--- src/hw/tmr16_pkg.sv ---
// constants, register map and mode codes of the 16-bit waveform timer
package tmr16_pkg;
  // register indices on the plain register port
  localparam logic [3:0]  REG_CTRL      = 4'h0;
  localparam logic [3:0]  REG_COUNT     = 4'h1;
  localparam logic [3:0]  REG_CMP_A     = 4'h2;
  localparam logic [3:0]  REG_CMP_B     = 4'h3;
  localparam logic [3:0]  REG_CAPT      = 4'h4;
  localparam logic [3:0]  REG_FLAGS     = 4'h5;
  // control field positions
  localparam int          CTRL_MODE_LSB = 0;
  localparam int          CTRL_CS_LSB   = 4;
  localparam int          CTRL_COMA_LSB = 8;
  localparam int          CTRL_COMB_LSB = 10;
  localparam int          CTRL_DIRA_BIT = 12;
  localparam int          CTRL_DIRB_BIT = 13;
  // flag positions
  localparam int          FLG_OVF       = 0;
  localparam int          FLG_CMPA      = 1;
  localparam int          FLG_CMPB      = 2;
  localparam int          FLG_CAPT      = 3;
  localparam int          FLG_WAVE_LSB  = 4;
  // reset values
  localparam logic [15:0] RST_WORD      = 16'h0000;
  // wave mode codes handled here
  localparam logic [3:0]  MODE_NORMAL   = 4'h0;
  localparam logic [3:0]  MODE_CTC_A    = 4'h4;
  localparam logic [3:0]  MODE_PWM8     = 4'h5;
  localparam logic [3:0]  MODE_PWM9     = 4'h6;
  localparam logic [3:0]  MODE_PWM10    = 4'h7;
  localparam logic [3:0]  MODE_CTC_C    = 4'hC;
  localparam logic [3:0]  MODE_PWM_C    = 4'hE;
  localparam logic [3:0]  MODE_PWM_A    = 4'hF;
  // fixed tops and maximum
  localparam logic [15:0] TOP_8BIT      = 16'h00FF;
  localparam logic [15:0] TOP_9BIT      = 16'h01FF;
  localparam logic [15:0] TOP_10BIT     = 16'h03FF;
  localparam logic [15:0] CNT_MAX       = 16'hFFFF;
  localparam logic [15:0] CNT_BOTTOM    = 16'h0000;
  // prescaler masks: tick when low bits of the free divider are all ones
  localparam logic [9:0]  PRE_DIV1      = 10'h000;
  localparam logic [9:0]  PRE_DIV8      = 10'h007;
  localparam logic [9:0]  PRE_DIV64     = 10'h03F;
  localparam logic [9:0]  PRE_DIV256    = 10'h0FF;
  localparam logic [9:0]  PRE_DIV1024   = 10'h3FF;
  // compare output modes
  localparam logic [1:0]  COM_OFF       = 2'h0;
  localparam logic [1:0]  COM_TOGGLE    = 2'h1;
  localparam logic [1:0]  COM_CLEAR     = 2'h2;
  localparam logic [1:0]  COM_SET       = 2'h3;
endpackage : tmr16_pkg

--- src/hw/tmr16_core.sv ---
// 16-bit timer core: normal, clear-on-compare and fast pwm waveform modes
//
// The plain strobed port and the address map were chosen for this implementation.
`timescale 1ns/1ns
`default_nettype none
module tmr16_core (
  // clock and reset
  input  wire logic                  mclk,
  input  wire logic                  rst_n,
  // register port
  input  wire logic [3:0]            reg_addr,
  input  wire logic [15:0]           reg_wdata,
  input  wire logic                  reg_wr,
  input  wire logic                  reg_rd,
  output logic      [15:0]           reg_rdata,
  // interrupt acknowledges from the interrupt controller
  input  wire logic                  overflow_ack,
  input  wire logic                  compare_a_ack,
  input  wire logic                  compare_b_ack,
  input  wire logic                  capture_ack,
  // flags
  output logic                       overflow_flag,
  output logic                       compare_a_flag,
  output logic                       compare_b_flag,
  output logic                       capture_flag,
  // compare output pins
  output logic      [1:0]            wave_output,
  output logic      [1:0]            wave_output_oe
);
  import tmr16_pkg::*;

  logic [15:0] ctrl_ff;
  logic [15:0] count_value_ff;
  logic [15:0] cmp_buf_ff [2];
  logic [15:0] cmp_act_ff [2];
  logic [15:0] capture_value_ff;
  logic [3:0]  flags_ff;
  logic [1:0]  wave_ff;
  logic [9:0]  pre_ff;
  logic        block_ff;
  logic [15:0] rdata_ff;
  logic [1:0]  pin_ff;
  logic [1:0]  pin_oe_ff;

  logic [3:0]  wave_mode_select;
  logic [2:0]  clk_select;
  logic [1:0]  compare_output_mode [2];
  logic [1:0]  pin_direction;
  logic        tick;
  logic        is_pwm;
  logic        is_ctc;
  logic        fixed_top;
  logic [15:0] top_value;
  logic [15:0] top_mask;
  logic        at_top;
  logic [1:0]  hit;
  logic        ovf_evt;
  logic        wr_ctrl;
  logic        wr_count;
  logic        wr_capt;
  logic        wr_flags;
  logic [1:0]  wr_cmp;
  logic [9:0]  pre_mask;
  logic [3:0]  flag_set;
  logic [3:0]  flag_clr;

  // field decode; output modes never reach the counting path
  assign wave_mode_select       = ctrl_ff[CTRL_MODE_LSB +: 4];
  assign clk_select             = ctrl_ff[CTRL_CS_LSB +: 3];
  assign compare_output_mode[0] = ctrl_ff[CTRL_COMA_LSB +: 2];
  assign compare_output_mode[1] = ctrl_ff[CTRL_COMB_LSB +: 2];
  assign pin_direction          = {ctrl_ff[CTRL_DIRB_BIT], ctrl_ff[CTRL_DIRA_BIT]};

  // write strobes per register
  assign wr_ctrl  = reg_wr && (reg_addr == REG_CTRL);
  assign wr_count = reg_wr && (reg_addr == REG_COUNT);
  assign wr_capt  = reg_wr && (reg_addr == REG_CAPT);
  assign wr_flags = reg_wr && (reg_addr == REG_FLAGS);
  assign wr_cmp   = {reg_wr && (reg_addr == REG_CMP_B), reg_wr && (reg_addr == REG_CMP_A)};

  // prescaler select; codes 6 and 7 (external clock) are left stopped
  always_comb begin
    unique case (clk_select)
      3'h1:    pre_mask = PRE_DIV1;
      3'h2:    pre_mask = PRE_DIV8;
      3'h3:    pre_mask = PRE_DIV64;
      3'h4:    pre_mask = PRE_DIV256;
      3'h5:    pre_mask = PRE_DIV1024;
      default: pre_mask = PRE_DIV1;
    endcase
  end

  // free-running divider shared by all prescale taps
  always_ff @(posedge mclk or negedge rst_n) begin
    if (!rst_n) begin
      pre_ff <= 10'h000;
    end else begin
      pre_ff <= pre_ff + 10'h001;
    end
  end

  assign tick = (clk_select != 3'h0) && (clk_select < 3'h6)
                && ((pre_ff & pre_mask) == pre_mask);

  // top selection per wave mode; unlisted modes count like mode zero
  always_comb begin
    is_pwm    = 1'b0;
    is_ctc    = 1'b0;
    fixed_top = 1'b0;
    top_value = CNT_MAX;
    unique case (wave_mode_select)
      MODE_CTC_A: begin
        is_ctc    = 1'b1;
        top_value = cmp_act_ff[0];
      end
      MODE_CTC_C: begin
        is_ctc    = 1'b1;
        top_value = capture_value_ff;
      end
      MODE_PWM8: begin
        is_pwm    = 1'b1;
        fixed_top = 1'b1;
        top_value = TOP_8BIT;
      end
      MODE_PWM9: begin
        is_pwm    = 1'b1;
        fixed_top = 1'b1;
        top_value = TOP_9BIT;
      end
      MODE_PWM10: begin
        is_pwm    = 1'b1;
        fixed_top = 1'b1;
        top_value = TOP_10BIT;
      end
      MODE_PWM_C: begin
        is_pwm    = 1'b1;
        top_value = capture_value_ff;
      end
      MODE_PWM_A: begin
        is_pwm    = 1'b1;
        top_value = cmp_act_ff[0];
      end
      default: top_value = CNT_MAX;
    endcase
  end

  assign top_mask = fixed_top ? top_value : CNT_MAX;

  // a count write blocks matches, the top match included, for one tick
  assign at_top  = (is_pwm || is_ctc) && (count_value_ff == top_value) && !block_ff;
  assign ovf_evt = is_pwm ? at_top : (count_value_ff == CNT_MAX);

  // match detect per compare channel
  genvar ch;
  generate
    for (ch = 0; ch < 2; ch++) begin : g_cmp
      assign hit[ch] = tick && !block_ff && (count_value_ff == cmp_act_ff[ch]);

      // buffer holds software value; active copy follows at top in pwm modes
      always_ff @(posedge mclk or negedge rst_n) begin
        if (!rst_n) begin
          cmp_buf_ff[ch] <= RST_WORD;
        end else if (wr_cmp[ch]) begin
          cmp_buf_ff[ch] <= reg_wdata & top_mask;
        end
      end

      always_ff @(posedge mclk or negedge rst_n) begin
        if (!rst_n) begin
          cmp_act_ff[ch] <= RST_WORD;
        end else if (is_pwm) begin
          if (tick && at_top) begin
            cmp_act_ff[ch] <= cmp_buf_ff[ch];
          end
        end else if (wr_cmp[ch]) begin
          cmp_act_ff[ch] <= reg_wdata & top_mask;
        end
      end

      // output state: in fast pwm the bottom action wins over a match at top,
      // which is what makes compare equal to top a constant level
      always_ff @(posedge mclk or negedge rst_n) begin
        if (!rst_n) begin
          wave_ff[ch] <= 1'b0;
        end else if (is_pwm) begin
          if (tick && at_top && compare_output_mode[ch][1]) begin
            wave_ff[ch] <= !compare_output_mode[ch][0];
          end else if (hit[ch]) begin
            unique case (compare_output_mode[ch])
              COM_TOGGLE: wave_ff[ch] <= (ch == 0) ? !wave_ff[ch] : wave_ff[ch];
              COM_CLEAR:  wave_ff[ch] <= 1'b0;
              COM_SET:    wave_ff[ch] <= 1'b1;
              COM_OFF:    wave_ff[ch] <= wave_ff[ch];
            endcase
          end
        end else if (hit[ch]) begin
          unique case (compare_output_mode[ch])
            COM_TOGGLE: wave_ff[ch] <= !wave_ff[ch];
            COM_CLEAR:  wave_ff[ch] <= 1'b0;
            COM_SET:    wave_ff[ch] <= 1'b1;
            COM_OFF:    wave_ff[ch] <= wave_ff[ch];
          endcase
        end
      end

      // pin follows the output state only while direction is output
      always_ff @(posedge mclk or negedge rst_n) begin
        if (!rst_n) begin
          pin_ff[ch]    <= 1'b0;
          pin_oe_ff[ch] <= 1'b0;
        end else begin
          pin_ff[ch]    <= wave_ff[ch] && pin_direction[ch];
          pin_oe_ff[ch] <= pin_direction[ch] && (compare_output_mode[ch] != COM_OFF);
        end
      end
    end
  endgenerate

  // control register
  always_ff @(posedge mclk or negedge rst_n) begin
    if (!rst_n) begin
      ctrl_ff <= RST_WORD;
    end else if (wr_ctrl) begin
      ctrl_ff <= reg_wdata;
    end
  end

  // counter: software write wins over a tick; no tick means hold
  always_ff @(posedge mclk or negedge rst_n) begin
    if (!rst_n) begin
      count_value_ff <= RST_WORD;
    end else if (wr_count) begin
      count_value_ff <= reg_wdata;
    end else if (tick) begin
      if (at_top) begin
        count_value_ff <= CNT_BOTTOM;
      end else begin
        count_value_ff <= count_value_ff + 16'h0001;
      end
    end
  end

  // match block stays armed until a tick has used it, even while stopped
  always_ff @(posedge mclk or negedge rst_n) begin
    if (!rst_n) begin
      block_ff <= 1'b0;
    end else if (wr_count) begin
      block_ff <= 1'b1;
    end else if (tick) begin
      block_ff <= 1'b0;
    end
  end

  // capture register, written only by software here
  always_ff @(posedge mclk or negedge rst_n) begin
    if (!rst_n) begin
      capture_value_ff <= RST_WORD;
    end else if (wr_capt) begin
      capture_value_ff <= reg_wdata;
    end
  end

  // flag events; the top event of a register top lands on its own flag
  always_comb begin
    flag_set           = 4'h0;
    flag_set[FLG_OVF]  = tick && ovf_evt;
    flag_set[FLG_CMPA] = hit[0]
                         || (tick && at_top && (top_value == cmp_act_ff[0])
                             && ((wave_mode_select == MODE_CTC_A)
                                 || (wave_mode_select == MODE_PWM_A)));
    flag_set[FLG_CMPB] = hit[1];
    flag_set[FLG_CAPT] = tick && at_top
                         && ((wave_mode_select == MODE_CTC_C)
                             || (wave_mode_select == MODE_PWM_C));
    flag_clr           = {capture_ack, compare_b_ack, compare_a_ack, overflow_ack};
    if (wr_flags) begin
      flag_clr = flag_clr | reg_wdata[3:0];
    end
  end

  // sticky flags; a set in the clearing cycle survives
  always_ff @(posedge mclk or negedge rst_n) begin
    if (!rst_n) begin
      flags_ff <= 4'h0;
    end else begin
      flags_ff <= flag_set | (flags_ff & ~flag_clr);
    end
  end

  // read data stand one cycle after the strobe, zero otherwise
  always_ff @(posedge mclk or negedge rst_n) begin
    if (!rst_n) begin
      rdata_ff <= RST_WORD;
    end else if (reg_rd) begin
      unique case (reg_addr)
        REG_CTRL:  rdata_ff <= ctrl_ff;
        REG_COUNT: rdata_ff <= count_value_ff;
        REG_CMP_A: rdata_ff <= cmp_buf_ff[0];
        REG_CMP_B: rdata_ff <= cmp_buf_ff[1];
        REG_CAPT:  rdata_ff <= capture_value_ff;
        REG_FLAGS: rdata_ff <= {10'h000, wave_ff, flags_ff};
        default:   rdata_ff <= RST_WORD;
      endcase
    end else begin
      rdata_ff <= RST_WORD;
    end
  end

  assign reg_rdata      = rdata_ff;
  assign overflow_flag  = flags_ff[FLG_OVF];
  assign compare_a_flag = flags_ff[FLG_CMPA];
  assign compare_b_flag = flags_ff[FLG_CMPB];
  assign capture_flag   = flags_ff[FLG_CAPT];
  assign wave_output    = pin_ff;
  assign wave_output_oe = pin_oe_ff;
endmodule : tmr16_core
`default_nettype wire

--- config.mk ---
export PLATFORM = sky130hd
export DESIGN_NAME = tmr16_core
export DESIGN_NICKNAME = d
export VERILOG_FILES = /design/src/hw/tmr16_pkg.sv /design/src/hw/tmr16_core.sv
export SDC_FILE = /design/constraint.sdc
export NUM_CORES = 1
export LEC_CHECK = 0
export ABC_AREA = 1
export BUFFER_PORTS_ARGS = -buffer_cell sky130_fd_sc_hd__buf_4
export CORE_MARGIN = 2
export CORE_UTILIZATION = 55
export DETAILED_ROUTE_END_ITERATION = 8
export PLACE_DENSITY = 0.87
export SLEW_MARGIN = 20
export SYNTH_ARGS = -nofsm -noshare
export SYNTH_HDL_FRONTEND = slang
export SYNTH_SLANG_ARGS = --single-unit
--- constraint.sdc ---
create_clock -name mclk -period 2.2 [get_ports mclk]
set_clock_uncertainty 0.2 [all_clocks]
set_input_delay 0.44 -clock mclk [delete_from_list [all_inputs] [get_ports mclk]]
set_output_delay 0.44 -clock mclk [all_outputs]
set_load 0.01 [all_outputs]
==> impl_metrics.ini <==
[critical_path]
crit_path_end_kind = flip-flop
critical_path_arrival_ns = 3.12
worstPathMaxFanout = 14
criticalPathCategory = reg2reg
r2r_setup_slack_ns = -0.76
worst_r2r_endpoint = cmp_act_ff[19]
required_ns = 2.35
critPathLaunchType = flip-flop
rr_worst_depth = 17
reg2reg_from = ctrl_ff[3]

[timing]
worst_hold_slack_ns = 0.00956
rsz0062_at_grt = yes
setup_slack_ns = -0.764
post-route-min-period_ns = 2.96
min_period_over_period = 1.35
max_freq_ghz = 0.337
finalMaxSlewViolations = 0
worst_pin_slew_ns = 0.524
hold_viol = 0
maxSlewHeadroom = 0.648
finalSetupViolCount = 53

[logic_synthesis]
synth-async-reset-ratio = 1.00
syn_inst = 1034
yosys_most_used_dff = dfrtp_1
yosysSeqAreaShare = 0.470
syn_nets = 1064
ys_warn_count = 0
syn_area_mm2 = 0.00794
syn_area_per_cell_um2 = 7.68
synthDistinctLibCells = 39
synth_seq_cells = 149
synth_enable_flop_cells = 0

[die]
dieWidth_um = 124
coreArea_mm2 = 0.0140
die_area_mm2 = 0.0154
rows = 43
start_util = 0.568
dieHeight_um = 124
io_pins = 52

[worst_hold_path]
hold_path_depth = 2
hold_class = in2reg
holdPathEnd = flags_ff[3]
min_from = capture_ack

[clock_tree]
clockBufferDepth = 2
h-tree-depth = 4
cts_tree = done
clk_latency_ns = 0.45
cts_made_buffers = 17
path_clk_slew_ns = 0.07
cts_num_sinks = 149
cts_root_buf = clkbuf_16

[detailed_routing]
vias_per_cell = 6.66
drtAntennaViolNets = 0
num_vias = 9472
dr.pass1.iters = 9
drt_iter0_markers = 1958
wire_per_inst_um = 24.7
drc = 35
routed_wl_um = 35200

[placement]
dp_slack_ns = -0.496
placed_area_mm2 = 0.00957
finalWeightedCongestion = 1.13
dp_hpwl_um = 21500
port_buffers = 51

[global_routing]
grt_max_degree = 62
grt_pass1_vias = 8913
overflow = 0
grt_usage = 0.448
antenna_found_initial = 0
grt_pass1_wl_um = 49700

[status]
outcome = complete, but fails checks
violations = DRC, setup timing

[layout]
drive_gt1_frac = 0.294
ff_latch_area_mm2 = 0.00373
fillerInstances = 795
final_nets = 1260
syn_to_final_growth_pct = 38.1
fin_area_mm2 = 0.0110
multi_input_area_mm2 = 0.00392
fin_util = 0.784
antenna_cells = 0

[power_and_ir_drop]
p_leak_nw = 5.29
ir_drop_uv = 920
p_per_area_mw_per_mm2 = 1050
power_mw = 11.6

[job]
cap_violations = 0
-- per-stage QoR --
step | setup TNS [ns] | instances
after global placement | -18.40 | 1360
final | -32.68 | 1423
after floorplan | -1.11 | 1034
after global routing | -36.61 | 1423
after CTS | -20.60 | 1413
after detailed placement | -20.76 | 1360
-- sequential cells by signal (all words and copies together) (netlist names) --
signal / flops
wave_ff: 2
wave_output_oe: 2
cmp_act_ff: 32
wave_output: 2
block_ff: 1
flags_ff: 4
ctrl_ff: 16
pre_ff: 10
capture_value_ff: 16
reg_rdata: 16
count_value_ff: 16
cmp_buf_ff: 32
-- synth_stat cells (all sizes together), types with 2 or more instances --
master / instances / share of area
nor3: 13 / 0.0082
xor2: 20 / 0.022
buf: 14 / 0.013
a31oi: 20 / 0.016
a211oi: 11 / 0.010
ha: 2 / 0.0032
nand4: 17 / 0.013
nand3b: 5 / 0.0047
o22ai: 32 / 0.025
inv: 131 / 0.062
xnor2: 17 / 0.019
nand3: 43 / 0.029
nor2: 111 / 0.054
nand2: 268 / 0.13
a2111oi: 4 / 0.0044
clkbuf: 35 / 0.017
o21ai: 104 / 0.066
o2111ai: 2 / 0.0022
a21oi: 10 / 0.0063
dfrtp: 149 / 0.47
clkinv: 2 / 0.00095
nor4: 2 / 0.0016
o221ai: 16 / 0.018
-- cell usage in the layout (no fill, tap or decap), drive strengths merged, types with 2 or more instances in the layout --
cell type / synthesis / layout
nand2: 268 / 268
buf: 14 / 222
dfrtp: 149 / 149
inv: 131 / 137
nor2: 111 / 111
o21ai: 104 / 104
nand3: 43 / 43
o22ai: 32 / 32
xor2: 20 / 20
clkbuf: 35 / 20
a31oi: 20 / 20
nand4: 17 / 17
xnor2: 17 / 17
o221ai: 16 / 16
nor3: 13 / 13
a211oi: 11 / 11
a21oi: 10 / 10
clkinv: 2 / 8
nand3b: 5 / 5
a2111oi: 4 / 4
nor4: 2 / 2
o2111ai: 2 / 2
ha: 2 / 2
bufinv: 0 / 2
-- critical path, cell delays in order (launching register included) --
cell and delay (ns):
dfrtp_2 0.51, nand2_4 0.14, inv_2 0.05, nand2_2 0.09
nand2_4 0.10, buf_12 0.17, nand2_2 0.07, nand2_1 0.06
nand2_1 0.14, nand4_1 0.12, nor2_1 0.16, nand2_2 0.09
nor2_4 0.18, nand3_4 0.18, nand2_8 0.16, buf_12 0.15
nor2_1 0.05, a31oi_1 0.22
-- what timing repair did --
| item | CTS | global route |
|---|---|---|
| resized for setup | 75 | 66 |
| setup endpoints to repair | 52 | 53 |
| setup buffers | 23 | 8 |
| cloned | 2 | 3 |
| hold endpoints to repair | 33 | 0 |
| pin swaps | 11 | 18 |
| hold buffers | 1 | 0 |
-- layout make-up --
cell class              count  share of cell area
well taps                 180              0.0205
flip-flops and latches    149               0.341
clock inverters            15              0.0154
multi-input cells         703               0.358
inverters                 133              0.0455
repair buffers            226               0.181
clock buffers              17              0.0388
-- cells by family (layout without fill, tap and decap cells) --
| family | Yosys count | after routing | share of synthesized area |
|---|---|---|---|
| and+or+nand+nor | 461 | 461 | 0.243 |
| AOI/OAI and AO/OA | 203 | 203 | 0.151 |
| buffers and inverters | 182 | 391 | 0.0924 |
| DFF | 149 | 149 | 0.470 |
| xor gates and xnor gates | 37 | 37 | 0.0408 |
| adders and majority gates | 2 | 2 | 0.00315 |
-- worst max path at each step --
stage	from	to	slack, ns
2_1_floorplan	ctrl_ff[2]	cmp_act_ff[28]	-0.06
3_3_place_gp	ctrl_ff[2]	cmp_act_ff[30]	-0.42
3_5_place_dp	ctrl_ff[0]	wave_ff[0]	-0.50
4_1_cts	ctrl_ff[3]	cmp_act_ff[23]	-0.48
5_1_grt	ctrl_ff[2]	cmp_act_ff[19]	-0.90
6_report	ctrl_ff[3]	cmp_act_ff[19]	-0.76
-- power breakdown --
part           switching (mW)  internal, mW
logic                    2.69          1.87
clock network            1.37          1.70
registers               0.627          3.30
-- layer usage --
| metal | up-vias | global-route usage | wire (um) |
|---|---|---|---|
| met1 | 4365 | 0.532 | 11000 |
| met3 | 360 | 0.158 | 5610 |
| met2 | 966 | 0.676 | 14900 |
| met4 | 2 | 0.318 | 3630 |
| met5 | - | 0 | 60 |
| li1 | 3779 | - | - |
Note: power is estimated with default switching activity, not from simulation.
